**config.mk**
```make
export PLATFORM = sky130hd
export DESIGN_NAME = hcb_access
export DESIGN_NICKNAME = d
export VERILOG_FILES = /design/src/logic/hcb_pkg.sv /design/src/logic/hcb_tick.sv /design/src/logic/hcb_fifo.sv /design/src/logic/hcb_access.sv
export SDC_FILE = /design/constraint.sdc
export NUM_CORES = 1
export LEC_CHECK = 0
export BUFFER_PORTS_ARGS = -buffer_cell sky130_fd_sc_hd__buf_2
export CAP_MARGIN = 20
export CORE_MARGIN = 4
export CORE_UTILIZATION = 50
export CTS_CLUSTER_DIAMETER = 120
export DETAILED_ROUTE_END_ITERATION = 6
export PLACE_DENSITY = 0.72
export SLEW_MARGIN = 20
export SYNTH_ARGS = -nofsm -noshare
export SYNTH_HDL_FRONTEND = slang
export SYNTH_SLANG_ARGS = --single-unit
```
**constraint.sdc**
```tcl
create_clock -name sys_clk -period 3.92 [get_ports sys_clk]
set_clock_uncertainty 0.15 [all_clocks]
set_input_delay 0.588 -clock sys_clk [delete_from_list [all_inputs] [get_ports sys_clk]]
set_output_delay 0.588 -clock sys_clk [all_outputs]
set_load 0.01 [all_outputs]
```
**src/logic/hcb_pkg.sv**
```systemverilog
package hcb_pkg;
  // ----------------------------------------
  // Command codes, bit 7 set means write
  // ----------------------------------------
  localparam logic [7:0] CMD_WRITE_BIT = 8'h80; // Direction flag
  localparam logic [6:0] IDX_ISO_SIZE = 7'h30; // Iso buffer size
  localparam logic [6:0] IDX_DIRECT_LEN = 7'h32; // Direct address and length
  localparam logic [6:0] IDX_ISO_A_PORT = 7'h40; // Iso list A stream port
  localparam logic [6:0] IDX_ISO_B_PORT = 7'h42; // Iso list B stream port
  localparam logic [6:0] IDX_DIRECT_DATA = 7'h45; // Direct data port
  localparam logic [6:0] IDX_TOGGLE_RATE = 7'h47; // Toggle rate

  // ----------------------------------------
  // Field layout and reset values
  // ----------------------------------------
  localparam int ADDR_W = 15; // Buffer start address width
  localparam int DATA_W = 16; // Port word width
  localparam int RATE_W = 4; // Toggle rate field width
  localparam logic [15:0] ISO_SIZE_RST = 16'h0000;
  localparam logic [14:0] START_ADDR_RST = 15'h0000;
  localparam logic [15:0] BYTE_COUNT_RST = 16'h0000;
  localparam logic [3:0] TOGGLE_RATE_RST = 4'h0;
  localparam logic [14:0] STREAM_START = 15'h0000; // Stream ports start here
  localparam logic [15:0] BYTES_PER_WORD = 16'h0002; // One 16-bit word
  localparam logic [14:0] ISO_A_BASE = 15'h0000; // Iso list A at bottom

  // ----------------------------------------
  // Timing and buffering
  // ----------------------------------------
  localparam int CLK_PERIOD_NS = 100; // 10 MHz system clock
  localparam int MS_NS = 1000000; // One toggle step
  localparam int MS_CYCLES = MS_NS / CLK_PERIOD_NS; // 10000 cycles
  localparam int FIFO_DEPTH = 16; // Write path depth

  // Target of the current command
  typedef enum logic [2:0] {
    T_NONE,
    T_SIZE,
    T_DLEN,
    T_RATE,
    T_DIRECT,
    T_ISOA,
    T_ISOB
  } hcb_tgt_t;
endpackage

```
**src/logic/hcb_tick.sv**
```systemverilog
`timescale 1ns/1ps
// ----------------------------------------
// Millisecond enable divider
// ----------------------------------------
module hcb_tick #(
  parameter int unsigned CYCLES = 10000
) (
  input wire logic sys_clk,
  input wire logic resetn,
  output logic tick
);
  logic [31:0] cnt_r; // Cycles into current period

  // Free running count, one pulse per period
  always_ff @(posedge sys_clk or negedge resetn) begin
    if (!resetn) begin
      cnt_r <= 32'h00000000;
      tick <= 1'b0;
    end else if (cnt_r == 32'(CYCLES - 1)) begin
      cnt_r <= 32'h00000000;
      tick <= 1'b1;
    end else begin
      cnt_r <= cnt_r + 32'h00000001;
      tick <= 1'b0;
    end
  end
endmodule // hcb_tick

```
**src/logic/hcb_fifo.sv**
```systemverilog
`timescale 1ns/1ps
// ----------------------------------------
// Write path FIFO, registered flags
// ----------------------------------------
module hcb_fifo #(
  parameter int unsigned WIDTH = 31,
  parameter int unsigned DEPTH = 16
) (
  input wire logic sys_clk,
  input wire logic resetn,
  input wire logic in_valid,
  output logic in_ready,
  input wire logic [WIDTH-1:0] in_data,
  output logic out_valid,
  input wire logic out_ready,
  output logic [WIDTH-1:0] out_data
);
  localparam int AW = $clog2(DEPTH);
  logic [WIDTH-1:0] mem [DEPTH]; // Storage
  logic [AW-1:0] wp_r; // Write pointer
  logic [AW-1:0] rp_r; // Read pointer
  logic [AW:0] cnt_r; // Occupancy
  logic [AW:0] cnt_nxt;
  logic push;
  logic pop;

  assign push = in_valid && in_ready;
  assign pop = out_valid && out_ready;
  assign out_data = mem[rp_r];

  // Occupancy after this cycle
  always_comb begin
    cnt_nxt = cnt_r;
    if (push && !pop) begin
      cnt_nxt = cnt_r + 1'b1;
    end else if (pop && !push) begin
      cnt_nxt = cnt_r - 1'b1;
    end
  end

  // Storage write, no reset needed
  always_ff @(posedge sys_clk) begin
    if (push) begin
      mem[wp_r] <= in_data;
    end
  end

  // Pointers and flags; flags from flops keep ready glitch free
  always_ff @(posedge sys_clk or negedge resetn) begin
    if (!resetn) begin
      wp_r <= '0;
      rp_r <= '0;
      cnt_r <= '0;
      in_ready <= 1'b1;
      out_valid <= 1'b0;
    end else begin
      if (push) begin
        wp_r <= (wp_r == AW'(DEPTH - 1)) ? '0 : wp_r + 1'b1;
      end
      if (pop) begin
        rp_r <= (rp_r == AW'(DEPTH - 1)) ? '0 : rp_r + 1'b1;
      end
      cnt_r <= cnt_nxt;
      in_ready <= (cnt_nxt != (AW+1)'(DEPTH));
      out_valid <= (cnt_nxt != '0);
    end
  end
endmodule // hcb_fifo

```
**src/logic/hcb_access.sv**
```systemverilog
`timescale 1ns/1ps
// Overview of operation
// Length register upper half holds byte count
// Low 15 bits start address, bit 15 reserved
// Direct port starts at any programmed address
// Codes 32h read, B2h write length register
// Direct data port codes 45h and C5h
// One size register covers both iso buffers
// Iso list A port codes 40h, C0h
// Iso list B port codes 42h, C2h
// Stream ports always start at address zero
// Software loads counter, checks status first
// Software then moves successive data words
// Pointer advances on every stream access
// Count reached raises end-of-transfer, updates status
// Toggle rate 0 to 15 ms, codes 47h/C7h
// Rate in low four bits, upper reserved
// Full bit set while buffer is processed
// Each word advances pointer two bytes
module hcb_access #(
  parameter int unsigned MS_CYCLES = hcb_pkg::MS_CYCLES,
  parameter int unsigned FIFO_DEPTH = hcb_pkg::FIFO_DEPTH
) (
  input wire logic sys_clk,
  input wire logic resetn,
  input wire logic cmd_valid,
  input wire logic [7:0] cmd_code,
  input wire logic wr_stb,
  input wire logic [15:0] wr_data,
  output logic wr_ready,
  input wire logic rd_stb,
  output logic rd_valid,
  output logic [15:0] rd_data,
  input wire logic [15:0] transfer_byte_counter,
  output logic ram_en,
  output logic ram_we,
  output logic [14:0] ram_addr,
  output logic [15:0] ram_wdata,
  input wire logic ram_ready,
  input wire logic ram_rvalid,
  input wire logic [15:0] ram_rdata,
  output logic all_end_of_transfer_flag,
  output logic iso_list_a_full,
  output logic iso_list_b_full,
  output logic iso_list_b_active
);
  // ----------------------------------------
  // Declarations
  // ----------------------------------------
  localparam int FW = hcb_pkg::ADDR_W + hcb_pkg::DATA_W; // Addr plus data

  hcb_pkg::hcb_tgt_t tgt_r; // Current command target
  hcb_pkg::hcb_tgt_t tgt_nxt; // Decoded new target
  logic dir_wr_r; // Current command writes
  logic word_hi_r; // Second half of 32-bit register
  logic [15:0] iso_size_r; // Size of each iso buffer
  logic [14:0] direct_start_address_r; // Direct start
  logic [15:0] direct_byte_count_r; // Direct total bytes
  logic [3:0] toggle_rate_ms_r; // Toggle period in ms
  logic [14:0] ptr_r; // Byte pointer in buffer
  logic [15:0] done_r; // Bytes moved so far
  logic [15:0] limit; // Bytes to move
  logic [15:0] done_nxt; // Bytes after this word
  logic [14:0] base; // Buffer base address
  logic [14:0] acc_addr; // Address of this word
  logic stream; // Target is a data port
  logic acc; // Data word taken
  logic last; // This word ends the transfer
  logic rd_pend_r; // Read waiting for the RAM
  logic [14:0] rd_addr_r; // Address of that read
  logic ram_free; // RAM port can take a request
  logic f_in_ready;
  logic f_out_valid;
  logic [FW-1:0] f_out_data;
  logic ms_tick; // One cycle per millisecond
  logic [3:0] ms_cnt_r; // Milliseconds since toggle
  logic toggle; // Ping-pong swaps now
  logic eot_a_wr; // Write transfer to A ended
  logic eot_b_wr; // Write transfer to B ended

  // ----------------------------------------
  // Command decode
  // ----------------------------------------

  // Low seven bits select the target
  always_comb begin
    case (cmd_code[6:0])
      hcb_pkg::IDX_ISO_SIZE: tgt_nxt = hcb_pkg::T_SIZE;
      hcb_pkg::IDX_DIRECT_LEN: tgt_nxt = hcb_pkg::T_DLEN;
      hcb_pkg::IDX_TOGGLE_RATE: tgt_nxt = hcb_pkg::T_RATE;
      hcb_pkg::IDX_DIRECT_DATA: tgt_nxt = hcb_pkg::T_DIRECT;
      hcb_pkg::IDX_ISO_A_PORT: tgt_nxt = hcb_pkg::T_ISOA;
      hcb_pkg::IDX_ISO_B_PORT: tgt_nxt = hcb_pkg::T_ISOB;
      default: tgt_nxt = hcb_pkg::T_NONE; // Others belong elsewhere
    endcase
  end

  // Data port session and its per-word state
  assign stream = (tgt_r == hcb_pkg::T_DIRECT) || (tgt_r == hcb_pkg::T_ISOA) ||
                  (tgt_r == hcb_pkg::T_ISOB);
  // Reads wait for the previous one to reach the RAM
  assign acc = stream && (dir_wr_r ? (wr_stb && f_in_ready) : (rd_stb && !rd_pend_r));
  // Direct uses its own count, iso ports the shared counter
  assign limit = (tgt_r == hcb_pkg::T_DIRECT) ? direct_byte_count_r :
                 transfer_byte_counter;
  assign done_nxt = done_r + hcb_pkg::BYTES_PER_WORD;
  assign last = done_nxt >= limit;
  // List B sits right after list A, both sized alike
  assign base = (tgt_r == hcb_pkg::T_ISOB) ? iso_size_r[14:0] : hcb_pkg::ISO_A_BASE;
  assign acc_addr = base + ptr_r;
  assign eot_a_wr = acc && last && dir_wr_r && (tgt_r == hcb_pkg::T_ISOA);
  assign eot_b_wr = acc && last && dir_wr_r && (tgt_r == hcb_pkg::T_ISOB);

  // ----------------------------------------
  // Session state
  // ----------------------------------------

  // New command replaces any unfinished one
  always_ff @(posedge sys_clk or negedge resetn) begin
    if (!resetn) begin
      tgt_r <= hcb_pkg::T_NONE;
      dir_wr_r <= 1'b0;
    end else if (cmd_valid) begin
      tgt_r <= tgt_nxt;
      dir_wr_r <= cmd_code[7];
    end else if (acc && last) begin
      tgt_r <= hcb_pkg::T_NONE;
    end
  end

  // Pointer starts per port, then steps a word at a time
  always_ff @(posedge sys_clk or negedge resetn) begin
    if (!resetn) begin
      ptr_r <= hcb_pkg::STREAM_START;
      done_r <= 16'h0000;
    end else if (cmd_valid) begin
      done_r <= 16'h0000;
      if (tgt_nxt == hcb_pkg::T_DIRECT) begin
        ptr_r <= direct_start_address_r;
      end else begin
        ptr_r <= hcb_pkg::STREAM_START;
      end
    end else if (acc) begin
      ptr_r <= ptr_r + hcb_pkg::BYTES_PER_WORD[14:0];
      done_r <= done_nxt;
    end
  end

  // ----------------------------------------
  // Configuration registers
  // ----------------------------------------

  // Writes land on the word strobe after the command
  always_ff @(posedge sys_clk or negedge resetn) begin
    if (!resetn) begin
      iso_size_r <= hcb_pkg::ISO_SIZE_RST;
      direct_start_address_r <= hcb_pkg::START_ADDR_RST;
      direct_byte_count_r <= hcb_pkg::BYTE_COUNT_RST;
      toggle_rate_ms_r <= hcb_pkg::TOGGLE_RATE_RST;
    end else if (wr_stb && dir_wr_r && !cmd_valid) begin
      case (tgt_r)
        hcb_pkg::T_SIZE: begin
          iso_size_r <= wr_data;
        end
        hcb_pkg::T_DLEN: begin
          // Low word first; bit 15 reserved and dropped
          if (!word_hi_r) begin
            direct_start_address_r <= wr_data[14:0];
          end else begin
            direct_byte_count_r <= wr_data;
          end
        end
        hcb_pkg::T_RATE: begin
          toggle_rate_ms_r <= wr_data[3:0];
        end
        default: begin
        end
      endcase
    end
  end

  // Half selector of the 32-bit register
  always_ff @(posedge sys_clk or negedge resetn) begin
    if (!resetn) begin
      word_hi_r <= 1'b0;
    end else if (cmd_valid) begin
      word_hi_r <= 1'b0;
    end else if (tgt_r == hcb_pkg::T_DLEN && (dir_wr_r ? wr_stb : rd_stb)) begin
      word_hi_r <= !word_hi_r;
    end
  end

  // ----------------------------------------
  // Read answers
  // ----------------------------------------

  // Register reads answer next cycle, buffer reads on RAM return
  always_ff @(posedge sys_clk or negedge resetn) begin
    if (!resetn) begin
      rd_valid <= 1'b0;
      rd_data <= 16'h0000;
    end else begin
      rd_valid <= 1'b0;
      if (ram_rvalid) begin
        rd_valid <= 1'b1;
        rd_data <= ram_rdata;
      end else if (rd_stb && !dir_wr_r && !cmd_valid) begin
        case (tgt_r)
          hcb_pkg::T_SIZE: begin
            rd_valid <= 1'b1;
            rd_data <= iso_size_r;
          end
          hcb_pkg::T_DLEN: begin
            rd_valid <= 1'b1;
            // Reserved bit 15 reads zero
            rd_data <= word_hi_r ? direct_byte_count_r :
                       {1'b0, direct_start_address_r};
          end
          hcb_pkg::T_RATE: begin
            rd_valid <= 1'b1;
            rd_data <= {12'h000, toggle_rate_ms_r};
          end
          default: begin
          end
        endcase
      end
    end
  end

  // Read held until the RAM port is free and no write is queued
  always_ff @(posedge sys_clk or negedge resetn) begin
    if (!resetn) begin
      rd_pend_r <= 1'b0;
      rd_addr_r <= 15'h0000;
    end else if (acc && !dir_wr_r) begin
      rd_pend_r <= 1'b1;
      rd_addr_r <= acc_addr;
    end else if (ram_free && !f_out_valid) begin
      rd_pend_r <= 1'b0;
    end
  end

  // ----------------------------------------
  // Write buffering and RAM port
  // ----------------------------------------

  // A slow RAM fills the FIFO and stalls the host via wr_ready
  hcb_fifo #(
    .WIDTH(FW),
    .DEPTH(FIFO_DEPTH)
  ) u_fifo (
    .sys_clk(sys_clk),
    .resetn(resetn),
    .in_valid(acc && dir_wr_r),
    .in_ready(f_in_ready),
    .in_data({acc_addr, wr_data}),
    .out_valid(f_out_valid),
    .out_ready(ram_free),
    .out_data(f_out_data)
  );
  assign wr_ready = f_in_ready;
  assign ram_free = !ram_en || ram_ready;

  // Request held until taken; queued writes go before a read
  always_ff @(posedge sys_clk or negedge resetn) begin
    if (!resetn) begin
      ram_en <= 1'b0;
      ram_we <= 1'b0;
      ram_addr <= 15'h0000;
      ram_wdata <= 16'h0000;
    end else if (ram_free) begin
      if (f_out_valid) begin
        ram_en <= 1'b1;
        ram_we <= 1'b1;
        ram_addr <= f_out_data[FW-1:hcb_pkg::DATA_W];
        ram_wdata <= f_out_data[hcb_pkg::DATA_W-1:0];
      end else if (rd_pend_r) begin
        ram_en <= 1'b1;
        ram_we <= 1'b0;
        ram_addr <= rd_addr_r;
      end else begin
        ram_en <= 1'b0;
        ram_we <= 1'b0;
      end
    end
  end

  // ----------------------------------------
  // End of transfer and buffer status
  // ----------------------------------------

  // One-cycle pulse to the interrupt unit
  always_ff @(posedge sys_clk or negedge resetn) begin
    if (!resetn) begin
      all_end_of_transfer_flag <= 1'b0;
    end else begin
      all_end_of_transfer_flag <= acc && last;
    end
  end

  // Millisecond enable for the ping-pong
  hcb_tick #(
    .CYCLES(MS_CYCLES)
  ) u_tick (
    .sys_clk(sys_clk),
    .resetn(resetn),
    .tick(ms_tick)
  );

  // Rate zero holds the current buffer; a rate lowered below the
  // count swaps at the next tick rather than wrapping through 15 ms
  assign toggle = ms_tick && (toggle_rate_ms_r != 4'h0) &&
                  (ms_cnt_r + 4'h1 >= toggle_rate_ms_r);

  // Count milliseconds and swap buffers
  always_ff @(posedge sys_clk or negedge resetn) begin
    if (!resetn) begin
      ms_cnt_r <= 4'h0;
      iso_list_b_active <= 1'b0;
    end else if (toggle) begin
      ms_cnt_r <= 4'h0;
      iso_list_b_active <= !iso_list_b_active;
    end else if (ms_tick && toggle_rate_ms_r != 4'h0) begin
      ms_cnt_r <= ms_cnt_r + 4'h1;
    end
  end

  // Filled buffer is processed until the ping-pong leaves it; set wins
  always_ff @(posedge sys_clk or negedge resetn) begin
    if (!resetn) begin
      iso_list_a_full <= 1'b0;
      iso_list_b_full <= 1'b0;
    end else begin
      if (eot_a_wr) begin
        iso_list_a_full <= 1'b1;
      end else if (toggle && !iso_list_b_active) begin
        iso_list_a_full <= 1'b0;
      end
      if (eot_b_wr) begin
        iso_list_b_full <= 1'b1;
      end else if (toggle && iso_list_b_active) begin
        iso_list_b_full <= 1'b0;
      end
    end
  end
endmodule // hcb_access

```
==> metrics.md <==
| Metric | Value |
|---|---|
| Final setup vio count | `0` |
| Startpoint types | `flop` |
| Worst Setup SP | `tgt_r[0]` |
| Critical R2R Capture | `u_fifo.mem[0][30]` |
| Syn_nets | `1,963` |
| Reg clk slew, reported paths | `0.06 ns` |
| Part of the power in registers | `0.448` |
| Hold Crit Endpoint | `rd_data[0]` |
| Gate power share | `0.183` |
| CORE AREA | `59,000 um^2` |
| Pwr/cell area | `570 nW/um^2` |
| Hpwl dp | `43.7 mm` |
| Final Max Slew Viols | `0` |
| Initial Util | `0.506` |
| Vias in the first global route | `17,418` |
| Synth warn | `0` |
| PortBufs | `117` |
| Crit. End Element | `flop` |
| Sum Neg Setup Slack | `0 ns` |
| Async set-reset flop share out of synthesis | `0.295` |
| Routed vias | `17,254` |
| Finished Layout Cells | `2,854` |
| RSZ-0062 raised after global routing | `no` |
| Gpl congestion | `0.899` |
| Total I/O pin count | `118` |
| Lkg Pwr | `13.1 nW` |
| FF-to-FF setup slack | `0.43 ns` |
| Die area | `63,700 um^2` |
| Avg WL per Cell | `24.7 um` |
| Slew margin rel. | `0.245` |
| Outcome | `finished clean` |
| Unique masters post-synth | `83` |
| CTS tree | `done` |
| Seq/Total Area, Yosys | `0.674` |
| Die Span Y | `252 um` |
| Tmin final | `3.49 ns` |
| Worst R2R Start | `tgt_r[0]` |
| Top cells by area, synth | `edfxtp_1 50%, dfrtp_1 17%, mux4_2 11%, mux2i_1 2.1%, mux2_2 1.8%` |
| Clock insertion delay at the later pin of the skew report | `0.59 ns` |
| Initial antenna violation count | `2` |
| CTS Root Cell | `clkbuf_16` |
| Worst Path Required | `4.07 ns` |
| Fin crit share | `0.890` |
| CTS buffer count | `73` |
| Synth Register Bits | `704` |
| Remaining Overflow, GRT | `0` |
| Syn avg cell area | `16.1 um^2` |
| Hold Path Origin | `ram_rdata[0]` |
| Post-route ant nets | `0` |
| R2R depth | `10` |
| Post-synth top area cell | `edfxtp_1` |
| MaxCap Viol Count | `0` |
| Top cell type's share of synthesized area | `0.499` |
| Fin nets | `2,133` |
| Most used DFF post-synth | `edfxtp_1` |
| Global-route wire length before repair | `108 mm` |
| Largest net degree at the start of global routing | `111` |
| Die span in x | `252 um` |
| Vias per inst | `6.05` |
| Max clock buf depth | `3` |
| Ordered list of cells on the worst path | `and3b_1 -> buf_4 -> and2_1 -> ha_1 -> a21oi_1 -> o21ai_0 -> or3_1 -> o21ai_1 -> nor2b_1 -> xnor2_2` |
| Largest stage delay, worst path | `0.58 ns` |
| Final hold vios | `0` |
| Initial DRC count | `1,799` |
| Worst VDD drop | `0.000360 V` |
| Tot GR Track Use | `0.223` |
| Share of layout cells above drive strength 1 | `0.251` |
| Postcts setup bufs | `0` |
| DRT Wirelength | `70.4 mm` |
| Clock Sinks | `704` |
| N_diodes | `0` |
| H-tree Lvls | `3` |
| Number of flops mapped to enable cells by yosys | `496` |
| Clock power share | `0.369` |
| Min-delay worst type | `primary input to flop` |
| Net Sw Power | `5.03 mW` |
| Remaining DRCs | `0` |
| Critical-path maximum fanout | `16` |
| Actual slew at the worst max-slew pin | `1.13 ns` |
| Core Rows | `89` |
| Post-Syn Instances | `1,855` |
| Filler cells | `4,412` |
| First drt pass iteration count | `5` |
| Cell area after synthesis | `29,800 um^2` |
| Kind of critical path | `flop to flop` |
| Total power | `19.5 mW` |
| CP arrival | `3.64 ns` |
| Area delta synth->final | `14.4%` |
| Switching power share of the total | `0.258` |
| Fmax | `287 MHz` |
| Placed Cells incl. Taps | `2,722` |
| Hold depth | `3` |
| CP max-delay cell | `xnor2_2` |
| Pint | `14.4 mW` |
## registers in the layout, summed over array words and instances, names as in the netlist, 16 cells and up
| register | cells |
|---|---|
| direct_byte_count_r | 16 |
| u_fifo.mem | 496 |
| u_tick.cnt_r | 32 |
| iso_size_r | 16 |
| ram_wdata | 16 |
| rd_data | 16 |
## cell families after synthesis
logic type | synth area share
mux | 0.148
simple gates | 0.0719
fa+ha+maj | 0.0191
buf+inv | 0.0166
compound gates | 0.0489
xor+xnor | 0.0223
flops | 0.674
## stage by stage
step / util / hold WS [ns] / area, um^2 / setup slack [ns]
after floorplan: - / 0.142 / 29800 / 0.596
after global placement: 0.535 / 0.297 / 31600 / 0.217
after detailed placement: 0.535 / 0.318 / 31600 / 0.0883
after CTS: 0.578 / 0.0552 / 34100 / 0.0617
after global routing: 0.579 / 0.0699 / 34100 / 0.161
final: 0.579 / 0.0837 / 34100 / 0.431
## synth_stat cells (all sizes together) (4+ instances only)
cell    count
edfxtp    496
dfrtp     207
nand2     144
mux4      140
nor2      112
o21ai      81
mux2i      62
mux2       56
a21oi      47
xnor2      46
ha         44
clkbuf     43
buf        40
and2       36
xor2       30
nand3      29
inv        26
o22ai      19
a221oi     16
and3       14
nand2b     14
nor3       14
nand4      13
and4       11
nor4       11
nor2b      10
a21o        8
a31oi       8
a211oi      6
o21a        6
or3         6
a31o        4
nor3b       4
o31ai       4
## power by group through the flow
stage | Clock, mW | Sequential, mW | Combinational, mW
floorplan | 0 | 8.61 | 2.71
global placement | 0 | 8.88 | 3.53
detailed placement | 0 | 8.89 | 3.59
CTS | 7.29 | 8.74 | 3.62
global route | 7.63 | 8.79 | 3.87
finish | 7.18 | 8.73 | 3.56
## worst max-delay path: cells and delay by family (launching register included)
kind                     cells  cell delay [ns]
buffers and inverters        1             0.20
flip-flops                   1             0.37
adder cells (fa/ha/maj)      1             0.29
AND/OR/NAND/NOR              4             1.00
XOR/XNOR                     1             0.58
AO/OA/AOI/OAI                3             0.59
## layout by cell type, fill, tap and decap left out, types with 24 or more instances in the layout
master     count
mux2i_1       62
o21ai_0       76
xnor2_1       43
clkbuf_16     77
buf_4         52
ha_1          44
xor2_1        29
inv_1         26
buf_2        116
nor2_1       112
dfrtp_1      203
nand2_1      142
and2_1        24
a21oi_1       47
mux4_2       140
edfxtp_1     496
mux2_2        49
nand3_1       28
## cell type report
class / instances / area, um^2 / share of cell area
clock buffer: 96 / 2050 / 0.0600
clock inverter: 35 / 458 / 0.0134
timing repair buffer: 178 / 1160 / 0.0339
inverter: 26 / 97.6 / 0.00286
tap: 773 / 967 / 0.0283
multi-input combinational: 1042 / 9310 / 0.273
sequential: 704 / 20100 / 0.589
## how the worst max path moves through the flow
stage	slack [ns]	to	depth (start not counted)
floorplan	0.60	rd_addr_r[12]	11
global placement	0.22	rd_addr_r[12]	11
detailed placement	0.09	rd_addr_r[12]	11
CTS	0.06	rd_addr_r[12]	11
global route	0.16	rd_addr_r[12]	11
finish	0.43	u_fifo.mem[0][30]	10
## per-layer routing
layer | track usage | part of all wire | wire [um]
met1 | 0.306 | 0.40 | 27900
met2 | 0.366 | 0.50 | 35000
met3 | 0.0476 | 0.078 | 5470
met4 | 0.0657 | 0.029 | 2050
met5 | 0 | 0 | 0
## timing repair
item / 4_1_cts / 5_1_grt
setup endpoints to repair: 0 / 16
hold buffers: 1 / 0
endpoints found under the hold margin: 37 / 0
gates resized for setup: 0 / 1
Power figures use the tool's default switching activity.
